===== src/shared/ocs_pkg.sv =====
/*
 * Shared constants, timing figures and state codes for the over-current
 * and clamp sequencer.
 * Assumes a single 50 MHz system clock; all times are converted to cycles.
 */
package ocs_pkg;

   // ------------------------------------------------------------------
   // Structure
   // ------------------------------------------------------------------
   localparam int NUM_CH = 4;
   localparam int CNT_W = 24;
   typedef logic [CNT_W-1:0] ocs_cnt_t;
   localparam ocs_cnt_t CNT_RST = 24'h000000;
   localparam ocs_cnt_t CNT_ONE = 24'h000001;
   localparam ocs_cnt_t CNT_MAX = 24'hffffff;

   // ------------------------------------------------------------------
   // Protection times in microseconds
   // ------------------------------------------------------------------
   localparam int CLK_PERIOD_NS = 20;
   localparam int CURRENT_LIMIT_PULSE_US = 50;
   localparam int RETRY_DELAY_US = 1000;
   localparam int RETRY_PERIOD_US = 2000;
   localparam int PROTECTION_WINDOW_US = 20000;
   localparam int PEAK_TEST_PULSE_US = 20;
   localparam int PEAK_LIMIT_PULSE_US = 20000;
   localparam int FAULT_HOLD_US = 1000;

   // Least times: round up to whole cycles, never below one.
   function automatic ocs_cnt_t ocs_us_to_cyc(input int us);
      int cyc;
      cyc = (us * 1000 + CLK_PERIOD_NS - 1) / CLK_PERIOD_NS;
      if (cyc < 1) begin
         cyc = 1;
      end
      return ocs_cnt_t'(cyc);
   endfunction

   localparam ocs_cnt_t CURRENT_LIMIT_PULSE_CYC =
      ocs_us_to_cyc(CURRENT_LIMIT_PULSE_US);
   localparam ocs_cnt_t RETRY_DELAY_CYC = ocs_us_to_cyc(RETRY_DELAY_US);
   localparam ocs_cnt_t RETRY_PERIOD_CYC = ocs_us_to_cyc(RETRY_PERIOD_US);
   localparam ocs_cnt_t PROTECTION_WINDOW_CYC =
      ocs_us_to_cyc(PROTECTION_WINDOW_US);
   localparam ocs_cnt_t PEAK_TEST_PULSE_CYC =
      ocs_us_to_cyc(PEAK_TEST_PULSE_US);
   localparam ocs_cnt_t PEAK_LIMIT_PULSE_CYC =
      ocs_us_to_cyc(PEAK_LIMIT_PULSE_US);
   localparam ocs_cnt_t FAULT_HOLD_CYC = ocs_us_to_cyc(FAULT_HOLD_US);

   // ------------------------------------------------------------------
   // Channel sequencer states
   // ------------------------------------------------------------------
   typedef enum logic [2:0] {
      OCS_IDLE = 3'b000,
      OCS_ON = 3'b001,
      OCS_LIMIT = 3'b010,
      OCS_PEAK = 3'b011,
      OCS_SHUT = 3'b100,
      OCS_LOCK = 3'b101
   } ocs_state_e;

endpackage

===== src/shared/ocs_link_if.sv =====
/*
 * Internal carrier between the sequencer top and its clamp and fault-hold
 * helpers.
 * Assumes all parties run on sys_clk.
 */
`timescale 1ns/1ps
`default_nettype none
interface ocs_link_if;
   import ocs_pkg::*;
   logic [NUM_CH-1:0] chan_on;
   logic [NUM_CH-1:0] clamp_over;
   logic [NUM_CH-1:0] out_high;
   logic [NUM_CH-1:0] clamp_low;
   logic [NUM_CH-1:0] clamp_eng;
   logic report;
   logic fault_present;
   logic flt_oe_n;
   modport top (output chan_on, clamp_over, out_high, report, fault_present,
                input clamp_low, clamp_eng, flt_oe_n);
   modport clamp (input chan_on, clamp_over, out_high,
                  output clamp_low, clamp_eng);
   modport hold (input report, fault_present, output flt_oe_n);
endinterface
`default_nettype wire


===== src/logic/ocs_clamp_sel.sv =====
/*
 * Demagnetization clamp level selection and off-state clamp engagement.
 * Assumes clamp current and output voltage indications are synchronous.
 */
`timescale 1ns/1ps
`default_nettype none
module ocs_clamp_sel (
   input wire logic sys_clk,
   input wire logic rst_n,
   ocs_link_if.clamp lnk
);
   import ocs_pkg::*;

   // Low level while the channel is off and the clamp current is above threshold, else high.
   always_ff @(posedge sys_clk) begin
      if (!rst_n) begin
         lnk.clamp_low <= '0;
      end else begin
         lnk.clamp_low <= ~lnk.chan_on & lnk.clamp_over;
      end
   end

   always_ff @(posedge sys_clk) begin
      if (!rst_n) begin
         lnk.clamp_eng <= '0;
      end else begin
         lnk.clamp_eng <= ~lnk.chan_on & lnk.out_high;
      end
   end
endmodule
`default_nettype wire


===== src/logic/ocs_fault_hold.sv =====
/*
 * Fault indicator hold timer driving the open-drain enable, active low.
 * Assumes report is a one-cycle pulse per new diagnostic report.
 */
`timescale 1ns/1ps
`default_nettype none
module ocs_fault_hold #(
   parameter ocs_pkg::ocs_cnt_t HOLD_CYC = ocs_pkg::FAULT_HOLD_CYC
) (
   input wire logic sys_clk,
   input wire logic rst_n,
   ocs_link_if.hold lnk
);
   import ocs_pkg::*;

   ocs_cnt_t hold_reg;
   ocs_cnt_t hold_next;

   // A new report restarts the window; a lasting fault re-arms it.
   always_comb begin
      hold_next = hold_reg;
      if (lnk.report) begin
         hold_next = HOLD_CYC;
      end else if (lnk.fault_present && hold_reg <= CNT_ONE) begin
         hold_next = HOLD_CYC;
      end else if (hold_reg != CNT_RST) begin
         hold_next = hold_reg - CNT_ONE;
      end
   end

   always_ff @(posedge sys_clk) begin
      if (!rst_n) begin
         hold_reg <= CNT_RST;
      end else begin
         hold_reg <= hold_next;
      end
   end

   always_ff @(posedge sys_clk) begin
      if (!rst_n) begin
         lnk.flt_oe_n <= 1'b1;
      end else begin
         lnk.flt_oe_n <= (hold_next == CNT_RST);
      end
   end
endmodule
`default_nettype wire


===== src/logic/ocs_top.sv =====
/*
 * Per-channel over-current protection sequencer with retry, inrush peak
 * test, shutdown flags, clamp level selection and fault indicator.
 * Assumes all inputs are synchronous to sys_clk and come from analog
 * comparators that are outside this block.
 */
// Overview of operation
// - High clamp current selects low clamp level.
// - Current below threshold selects high clamp level.
// - Off channel clamps when output exceeds high.
// - Over-current only above limit-detect threshold.
// - Persistent pulse shuts channel, sets flag.
// - Stay off for full retry delay.
// - Delay expiry clears flag, retries turn-on.
// - Retry each period, within protection window.
// - Over-current gone returns channel to full-on.
// - Four-channel option tests with peak limit.
// - Failed peak test shuts down, repeats.
// - Shutdown ignores current; waits retry period.
// - Inrush keeps raised limit up to peak pulse.
// - Still over threshold after peak pulse shuts.
// - Inrush exists only on four-channel option.
// - Flag auto-clear defaults to enabled.
// - Over-current at turn-on engages normal limit.
// - Fault indicator held per report, restartable.
// - Over-temperature suppresses retries within window.
`timescale 1ns/1ps
`default_nettype none
module ocs_top #(
   parameter ocs_pkg::ocs_cnt_t LIMIT_PULSE_CYC =
      ocs_pkg::CURRENT_LIMIT_PULSE_CYC,
   parameter ocs_pkg::ocs_cnt_t DELAY_CYC = ocs_pkg::RETRY_DELAY_CYC,
   parameter ocs_pkg::ocs_cnt_t PERIOD_CYC = ocs_pkg::RETRY_PERIOD_CYC,
   parameter ocs_pkg::ocs_cnt_t WINDOW_CYC = ocs_pkg::PROTECTION_WINDOW_CYC,
   parameter ocs_pkg::ocs_cnt_t PEAK_TEST_CYC = ocs_pkg::PEAK_TEST_PULSE_CYC,
   parameter ocs_pkg::ocs_cnt_t PEAK_LIMIT_CYC =
      ocs_pkg::PEAK_LIMIT_PULSE_CYC,
   parameter ocs_pkg::ocs_cnt_t HOLD_CYC = ocs_pkg::FAULT_HOLD_CYC,
   parameter bit FOUR_CH_OPTION = 1'b1,
   parameter bit DIAG_AUTOCLEAR = 1'b1
) (
   input wire logic sys_clk,
   input wire logic rst_n,
   input wire logic [ocs_pkg::NUM_CH-1:0] channel_control_input,
   input wire logic [ocs_pkg::NUM_CH-1:0] over_limit_detect,
   input wire logic [ocs_pkg::NUM_CH-1:0] over_peak_limit,
   input wire logic [ocs_pkg::NUM_CH-1:0] clamp_over_threshold,
   input wire logic [ocs_pkg::NUM_CH-1:0] output_beyond_high_clamp,
   input wire logic over_temp_any,
   input wire logic diag_clear,
   output logic [ocs_pkg::NUM_CH-1:0] channel_output,
   output logic [ocs_pkg::NUM_CH-1:0] normal_limit_active,
   output logic [ocs_pkg::NUM_CH-1:0] peak_limit_active,
   output logic [ocs_pkg::NUM_CH-1:0] overcurrent_shutdown_flag,
   output logic [ocs_pkg::NUM_CH-1:0] clamp_low_select,
   output logic [ocs_pkg::NUM_CH-1:0] clamp_engage,
   output logic fault_indicator_n_out,
   output logic fault_indicator_n_oe_n
);
   import ocs_pkg::*;

   // ------------------------------------------------------------------
   // Option settings
   // ------------------------------------------------------------------

   // The peak current test only exists on the four-channel option.
   localparam bit INRUSH_EN = FOUR_CH_OPTION;
   localparam bit AUTOCLEAR_EN = DIAG_AUTOCLEAR;

   // ------------------------------------------------------------------
   // Per-channel state
   // ------------------------------------------------------------------
   ocs_state_e state_reg [NUM_CH];
   ocs_state_e state_next [NUM_CH];
   ocs_cnt_t elapsed_reg [NUM_CH];
   ocs_cnt_t delay_reg [NUM_CH];
   ocs_cnt_t period_reg [NUM_CH];
   ocs_cnt_t window_reg [NUM_CH];
   logic [NUM_CH-1:0] chan_on_reg;
   logic [NUM_CH-1:0] limit_reg;
   logic [NUM_CH-1:0] peak_reg;
   logic [NUM_CH-1:0] flag_reg;
   logic [NUM_CH-1:0] shut_evt;
   logic [NUM_CH-1:0] retry_evt;

   ocs_link_if lnk ();

   // ------------------------------------------------------------------
   // Channel sequencers
   // ------------------------------------------------------------------
   for (genvar c = 0; c < NUM_CH; c++) begin : g_ch
      logic det;
      logic peak_over;
      logic pulse_done;
      logic test_done;
      logic plim_done;
      logic delay_done;
      logic period_done;
      logic window_done;
      logic retry_block;
      logic in_pulse_now;
      logic in_pulse_next;

      assign det = over_limit_detect[c];
      assign peak_over = over_peak_limit[c];
      assign pulse_done = (elapsed_reg[c] >= LIMIT_PULSE_CYC - CNT_ONE);
      assign test_done = (elapsed_reg[c] >= PEAK_TEST_CYC - CNT_ONE);
      assign plim_done = (elapsed_reg[c] >= PEAK_LIMIT_CYC - CNT_ONE);
      assign delay_done = (delay_reg[c] >= DELAY_CYC - CNT_ONE);
      assign period_done = (period_reg[c] >= PERIOD_CYC - CNT_ONE);
      assign window_done = (window_reg[c] >= WINDOW_CYC - CNT_ONE);
      // Over-temperature holds back retries while the window runs.
      assign retry_block = over_temp_any & ~window_done;
      assign in_pulse_now = (state_reg[c] == OCS_LIMIT) ||
                            (state_reg[c] == OCS_PEAK);
      assign in_pulse_next = (state_next[c] == OCS_LIMIT) ||
                             (state_next[c] == OCS_PEAK);

      // Next state. A low control input always turns the channel off.
      always_comb begin
         state_next[c] = state_reg[c];
         shut_evt[c] = 1'b0;
         retry_evt[c] = 1'b0;
         if (!channel_control_input[c]) begin
            state_next[c] = OCS_IDLE;
         end else begin
            unique case (state_reg[c])
               OCS_IDLE: begin
                  if (det) begin
                     state_next[c] = OCS_LIMIT;
                  end else begin
                     state_next[c] = OCS_ON;
                  end
               end
               OCS_ON: begin
                  if (det) begin
                     state_next[c] = OCS_LIMIT;
                  end
               end
               OCS_LIMIT: begin
                  if (!det) begin
                     state_next[c] = OCS_ON;
                  end else if (pulse_done) begin
                     state_next[c] = OCS_SHUT;
                     shut_evt[c] = 1'b1;
                  end
               end
               OCS_PEAK: begin
                  if (!det) begin
                     state_next[c] = OCS_ON;
                  end else if ((peak_over && test_done) || plim_done) begin
                     // Peak test failed or inrush ran past its pulse.
                     state_next[c] = OCS_SHUT;
                     shut_evt[c] = 1'b1;
                  end
               end
               OCS_SHUT: begin
                  // Current is not looked at while shut down.
                  if (delay_done && period_done && !retry_block) begin
                     retry_evt[c] = 1'b1;
                     if (!window_done) begin
                        state_next[c] = OCS_LIMIT;
                     end else if (INRUSH_EN) begin
                        state_next[c] = OCS_PEAK;
                     end else begin
                        state_next[c] = OCS_LOCK;
                     end
                  end
               end
               OCS_LOCK: begin
                  state_next[c] = OCS_LOCK;
               end
               default: begin
                  state_next[c] = OCS_IDLE;
               end
            endcase
         end
      end

      always_ff @(posedge sys_clk) begin
         if (!rst_n) begin
            state_reg[c] <= OCS_IDLE;
         end else begin
            state_reg[c] <= state_next[c];
         end
      end

      // Time spent in the current limited pulse, zero on entry.
      always_ff @(posedge sys_clk) begin
         if (!rst_n) begin
            elapsed_reg[c] <= CNT_RST;
         end else if (!in_pulse_next || state_next[c] != state_reg[c]) begin
            elapsed_reg[c] <= CNT_RST;
         end else if (elapsed_reg[c] != CNT_MAX) begin
            elapsed_reg[c] <= elapsed_reg[c] + CNT_ONE;
         end
      end

      // Time spent shut down.
      always_ff @(posedge sys_clk) begin
         if (!rst_n) begin
            delay_reg[c] <= CNT_RST;
         end else if (state_next[c] != OCS_SHUT) begin
            delay_reg[c] <= CNT_RST;
         end else if (state_reg[c] == OCS_SHUT && delay_reg[c] != CNT_MAX) begin
            delay_reg[c] <= delay_reg[c] + CNT_ONE;
         end
      end

      // Time since the start of the latest attempt.
      always_ff @(posedge sys_clk) begin
         if (!rst_n) begin
            period_reg[c] <= CNT_RST;
         end else if (in_pulse_next && !in_pulse_now) begin
            period_reg[c] <= CNT_RST;
         end else if (period_reg[c] != CNT_MAX) begin
            period_reg[c] <= period_reg[c] + CNT_ONE;
         end
      end

      // Length of the present over-current episode.
      always_ff @(posedge sys_clk) begin
         if (!rst_n) begin
            window_reg[c] <= CNT_RST;
         end else if (state_reg[c] == OCS_IDLE || state_reg[c] == OCS_ON) begin
            window_reg[c] <= CNT_RST;
         end else if (window_reg[c] != CNT_MAX) begin
            window_reg[c] <= window_reg[c] + CNT_ONE;
         end
      end

      // Switch drive and limit selection follow the next state.
      always_ff @(posedge sys_clk) begin
         if (!rst_n) begin
            chan_on_reg[c] <= 1'b0;
            limit_reg[c] <= 1'b0;
            peak_reg[c] <= 1'b0;
         end else begin
            chan_on_reg[c] <= (state_next[c] == OCS_ON) || in_pulse_next;
            limit_reg[c] <= (state_next[c] == OCS_LIMIT);
            peak_reg[c] <= (state_next[c] == OCS_PEAK);
         end
      end

      // Shutdown flag: a new shutdown wins over a clear in the same cycle.
      always_ff @(posedge sys_clk) begin
         if (!rst_n) begin
            flag_reg[c] <= 1'b0;
         end else if (shut_evt[c]) begin
            flag_reg[c] <= 1'b1;
         end else if (AUTOCLEAR_EN && retry_evt[c]) begin
            flag_reg[c] <= 1'b0;
         end else if (!AUTOCLEAR_EN && diag_clear) begin
            flag_reg[c] <= 1'b0;
         end
      end
   end

   // ------------------------------------------------------------------
   // Clamp selection and fault indicator helpers
   // ------------------------------------------------------------------
   assign lnk.chan_on = chan_on_reg;
   assign lnk.clamp_over = clamp_over_threshold;
   assign lnk.out_high = output_beyond_high_clamp;
   assign lnk.report = |shut_evt;
   assign lnk.fault_present = |flag_reg;

   ocs_clamp_sel u_clamp (
      .sys_clk(sys_clk),
      .rst_n(rst_n),
      .lnk(lnk.clamp)
   );

   ocs_fault_hold #(
      .HOLD_CYC(HOLD_CYC)
   ) u_hold (
      .sys_clk(sys_clk),
      .rst_n(rst_n),
      .lnk(lnk.hold)
   );

   // ------------------------------------------------------------------
   // Outputs
   // ------------------------------------------------------------------
   assign channel_output = chan_on_reg;
   assign normal_limit_active = limit_reg;
   assign peak_limit_active = peak_reg;
   assign overcurrent_shutdown_flag = flag_reg;
   assign clamp_low_select = lnk.clamp_low;
   assign clamp_engage = lnk.clamp_eng;
   // The open-drain pin only ever pulls low; the enable carries the state.
   assign fault_indicator_n_out = 1'b0;
   assign fault_indicator_n_oe_n = lnk.flt_oe_n;
endmodule
`default_nettype wire


===== config.mk =====
export PLATFORM = sky130hd
export DESIGN_NAME = ocs_top
export DESIGN_NICKNAME = d
export VERILOG_FILES = /design/src/shared/ocs_pkg.sv /design/src/shared/ocs_link_if.sv /design/src/logic/ocs_clamp_sel.sv /design/src/logic/ocs_fault_hold.sv /design/src/logic/ocs_top.sv
export SDC_FILE = /design/constraint.sdc
export NUM_CORES = 1
export LEC_CHECK = 0
export ABC_AREA = 0
export ABC_CLOCK_PERIOD_IN_PS = 10700
export BUFFER_PORTS_ARGS = -buffer_cell sky130_fd_sc_hd__buf_4
export CAP_MARGIN = 5
export CORE_MARGIN = 2
export CORE_UTILIZATION = 55
export DETAILED_ROUTE_END_ITERATION = 16
export HOLD_SLACK_MARGIN = 0.1
export PLACE_DENSITY = 0.71
export SETUP_SLACK_MARGIN = 0.1
export SLEW_MARGIN = 5
export SYNTH_ARGS = -nofsm -noshare
export SYNTH_HDL_FRONTEND = slang
export SYNTH_HIERARCHICAL = 1
export SYNTH_SLANG_ARGS = --single-unit
export TNS_END_PERCENT = 1

===== constraint.sdc =====
create_clock -name sys_clk -period 10.7 [get_ports sys_clk]
set_clock_uncertainty 0.2 [all_clocks]
set_input_delay 2.14 -clock sys_clk [delete_from_list [all_inputs] [get_ports sys_clk]]
set_output_delay 2.14 -clock sys_clk [all_outputs]
set_load 0.005 [all_outputs]

---- Word-level counts from Yosys, hierarchy flattened ----
Memory sizes are Yosys's and may differ from the RTL's.
Index checks and enable logic that the tools add are counted.
storage, ports and cells
  memories kept ........................... 5
  memory bits (writable) .................. 396
  word-level logic and storage cells ...... 476
  output and inout bits ................... 26
  bits in registers ....................... 49
  input port bits ......................... 24
operators by class
  add/subtract/negate cells ............... 17
  magnitude comparators ................... 25
  reduce and logical (&&, ||, !) cells .... 69
  equality and inequality tests ........... 56
  muxes and demuxes ....................... 237
  bitwise operators ....................... 47
memories
  name         words  width  rd ports  clocked after memory_dff  write ports  RTL line       text
  delay_reg    4      24     4         0                         4            ocs_top.sv:76  ocs_cnt_t delay_reg [NUM_CH];
  elapsed_reg  4      24     4         0                         4            ocs_top.sv:75  ocs_cnt_t elapsed_reg [NUM_CH];
  period_reg   4      24     4         0                         4            ocs_top.sv:77  ocs_cnt_t period_reg [NUM_CH];
  window_reg   4      24     4         0                         4            ocs_top.sv:78  ocs_cnt_t window_reg [NUM_CH];
  state_reg    4      3      4         0                         4            ocs_top.sv:73  ocs_state_e state_reg [NUM_CH];
operators by type and width
  operator               count
  $mux 24                35
  $add 24x1->24 const B  16
  $ne 24x24->1 const B   16
  $ge 24x20->1 const B   8
  $mux 1                 158
  $ge 24x10->1 const B   4
  $ge 24x12->1 const B   4
  $ge 24x16->1 const B   4
  $ge 24x17->1 const B   4
  $mux 3                 32
  $pmux 3 s6             4
  $eq 3x2->1 const B     16
  $or 1x1->1             36
  $eq 3x1->1 const B     8
  $eq 3x3->1 const B     8
  $le 24x1->1 const B    1
  $logic_not 24->1       1
  $logic_or 1x1->1       24
  $reduce_bool 24->1     1
  $sub 24x1->24 const B  1
  $logic_and 1x1->1      21
  $logic_not 1->1        12
  $logic_not 3->1        4
  $ne 3x3->1             4
  9 further kinds        29

---- Longest topological paths before layout ----
An unclocked memory read counts as a cell.
  depth after elaboration ................. 18
  depth in mapped cells ................... 12
  mapped depth without buffers ............ 11

---- Cells and area by module ----
The synthesis kept the hierarchy.
modules (own cells, without submodules)
  module          area an instance (um2)  seq. area each (um2)  times used  cells an instance
  ocs_top         22631.7                 12091.6               1           2181
  ocs_fault_hold  1420.1                  500.5                 1           160
  ocs_clamp_sel   230.2                   160.2                 1           16

---- Worst setup path after synthesis ----
OpenSTA, ideal clock, no wires.
  kind .................................... input to register
  start point ............................. in over_peak_limit[1] (netlist bit)
  end point ............................... mem delay_reg[1][0] (netlist bit), enable pin
  slack ................................... 6.059 ns
  required time ........................... 9.939 ns
  buffers on the path ..................... 0
  library setup time ...................... 0.561 ns
  stages on the path ...................... 6
  arrival ................................. 3.880 ns
  cells stage by stage .................... nor4b_1 -> a211oi_1 -> a221oi_1 -> nand2_1 -> a21oi_1 -> o2111ai_1
RTL lines
  what                RTL line       text
  start: declaration  ocs_top.sv:46  input wire logic [ocs_pkg::NUM_CH-1:0] over_peak_limit,
  end: declaration    ocs_top.sv:76

==> metrics.txt <==
CP Capture Type register; core region area between 40000 and 50000 µm²; Routed Antenna Nets 0; Row Count between 70 and 80; slowest stage delay, CP 890 ps; RSZ-0062 raised after global routing false; WL per Instance around 15 µm; status complete, no violations; Die ar. around 46000 µm²; Slew Limit Headroom 0.221; CP arrival 4600 ps; clock sinks 445; first-pass GRT wire length between 70 and 80 mm; Pre-antenna DRT Iters 5; post-route setup slack 6100 ps; Synth Register Bits approximately 450; H-tree depth 2; area share of the largest cell type after synthesis 0.475; final instance area approximately 27000 µm²; # DRC 0; Max Transition Viols Final 0; Synth cell types between 90 and 100; Syn-to-layout area delta 12.0%; Final period util 0.430; hpwl dp around 32 mm; Initial DRC Count approximately 1.3k; Post-CTS Hold Fix Bufs 0; Ant. Diodes 0; Slew @ Worst Pin 1170 ps; required time worst endpoint 10700 ps; DP Area approximately 26000 µm²; largest net degree at the start of global routing 33; post-place setup slack 5490 ps; crit start category input port; Clock Latency Late Sink around 580 ps; endpoints failing hold 0; ranking of synthesized cells by area edfxtp_1 47%, xor2_1 7.4%, nor2_1 6.2%; worst min path class reg -> reg; Async SR Flop Fraction 0; max-cap viol count 0; fin util 0.627; Overall Global Routing Usage 0.205; initial antenna violation count 1; CTS tree yes; Nets 2553; register area share after synthesis 0.525; GRT overflow 0; Cell Count, Final, Fillers Out approximately 3.1k; Fin Setup TNS 0 ps; Post-synth EDFFs approximately 380; fmax about 0.22 GHz; synth cell count leaders 404 x nor2_1, 384 x edfxtp_1, 206 x xor2_1; maximum vdd drop 0.135 mV; top-count cell post-synth nor2_1; Leak ~10 nW; synthesized area per cell 10.3 µm²; post-CTS resize count 0; root buffer cell clkbuf_16; critical path type in -> reg; post-layout min period 4600 ps; post-synthesis cell count 2357; Die H about 210 µm; final setup violation count 0; ys flop type edfxtp_1; Mapped Area 24300 µm²; Post-CTS Setup Inserts 0; port bufs 47; Clock Path Buffers 3; Synth warnings 6; Placed Cells between 3k and 4k; I/O pin count 50; Pwr Density between 150 and 200 nW/µm²; clock-pin transition on the worst setup and hold timing paths approximately 60 ps; gpl congestion ~0.86; initial core utilization 0.560; Slowest cell on crit path or3_1; via/cell ratio 5.60; layout cells sized above 1 0.0780; Vias between 15k and 20k; drt total wl between 40 and 50 mm; crit path max fanout 28; die width 214 µm; cts bufs inserted between 40 and 50; crit-path cells buf_4 -> a32o_1 -> nor3b_2 -> a21o_1 -> or3_1; vias in the first global route 16.8k; Synth area leader edfxtp_1
==> layer usage <==
| layer | track usage | vias up | share of wire |
|---|---|---|---|
| met1 | 0.276 | 8410 | 0.46 |
| met3 | 0.0299 | 70 | 0.042 |
| met2 | 0.344 | 329 | 0.47 |
| met4 | 0.0616 | 0 | 0.022 |
| met5 | 0 | - | 0 |
| li1 | - | 8735 | - |
==> where the power goes <==
part,leakage (nW),switching [W],internal [W]
registers,5.03,0.0000931,0.00193
logic,3.96,0.000282,0.000194
clock network,0.811,0.000690,0.00104
total,9.80,0.00107,0.00317
==> critical path: cells and delay by family <==
kind / cells / cell delay (ps)
buf+inv: 1 / 170
simple gates: 2 / 1200
compound gates: 2 / 1060
==> cell type report <==
class / instances / area, µm²
inverter: 50 / 188
fill: 3605 / 16200
tap: 585 / 732
clock inverter: 22 / 225
sequential: 445 / 12800
clock buffer: 69 / 1440
multi-input combinational: 1906 / 11400
timing repair buffer: 58 / 439
==> metrics by stage <==
stage	hold WS (ps)	total power [W]
floorplan	260	0.00243
global placement	276	0.00252
detailed placement	286	0.00253
CTS	296	0.00426
global route	335	0.00440
finish	290	0.00423
==> layout by cell type (no fill, tap or decap), drive strengths merged, types with 52 or more instances in the layout <==
master | netlist | layout
conb | 2 | 113
xor2 | 206 | 206
inv | 50 | 52
nor3 | 107 | 107
nand2 | 190 | 190
nor2 | 414 | 414
clkbuf | 35 | 69
nand4 | 60 | 60
and3 | 100 | 100
dfxtp | 61 | 61
nor4 | 63 | 63
nand3 | 156 | 156
xnor2 | 147 | 147
buf | 32 | 58
edfxtp | 384 | 384
==> final timing paths <==
kind                                start                      endpoint  slack, ps  cells past startpoint
min          overcurrent_shutdown_flag[0]  overcurrent_shutdown_flag[0]        290                      2
max                         over_temp_any               delay_reg[3][9]       6100                      5
max reg2reg             window_reg[3][11]               delay_reg[3][9]       6330                      7
min reg2reg  overcurrent_shutdown_flag[0]  overcurrent_shutdown_flag[0]        290                      2
==> logic make-up (layout without fill, tap and decap cells) <==
family / Yosys count / in the layout / synth area share
AND/OR/NAND/NOR: 1252 / 1252 / 0.262
other: 2 / 113 / 0.000309
adder cells (fa/ha/maj): 19 / 19 / 0.00979
XOR/XNOR: 353 / 353 / 0.127
buffers and inverters: 117 / 199 / 0.0223
flip-flops: 445 / 445 / 0.525
AO/OA/AOI/OAI: 169 / 169 / 0.0532
(Power assumes the default switching activity.)
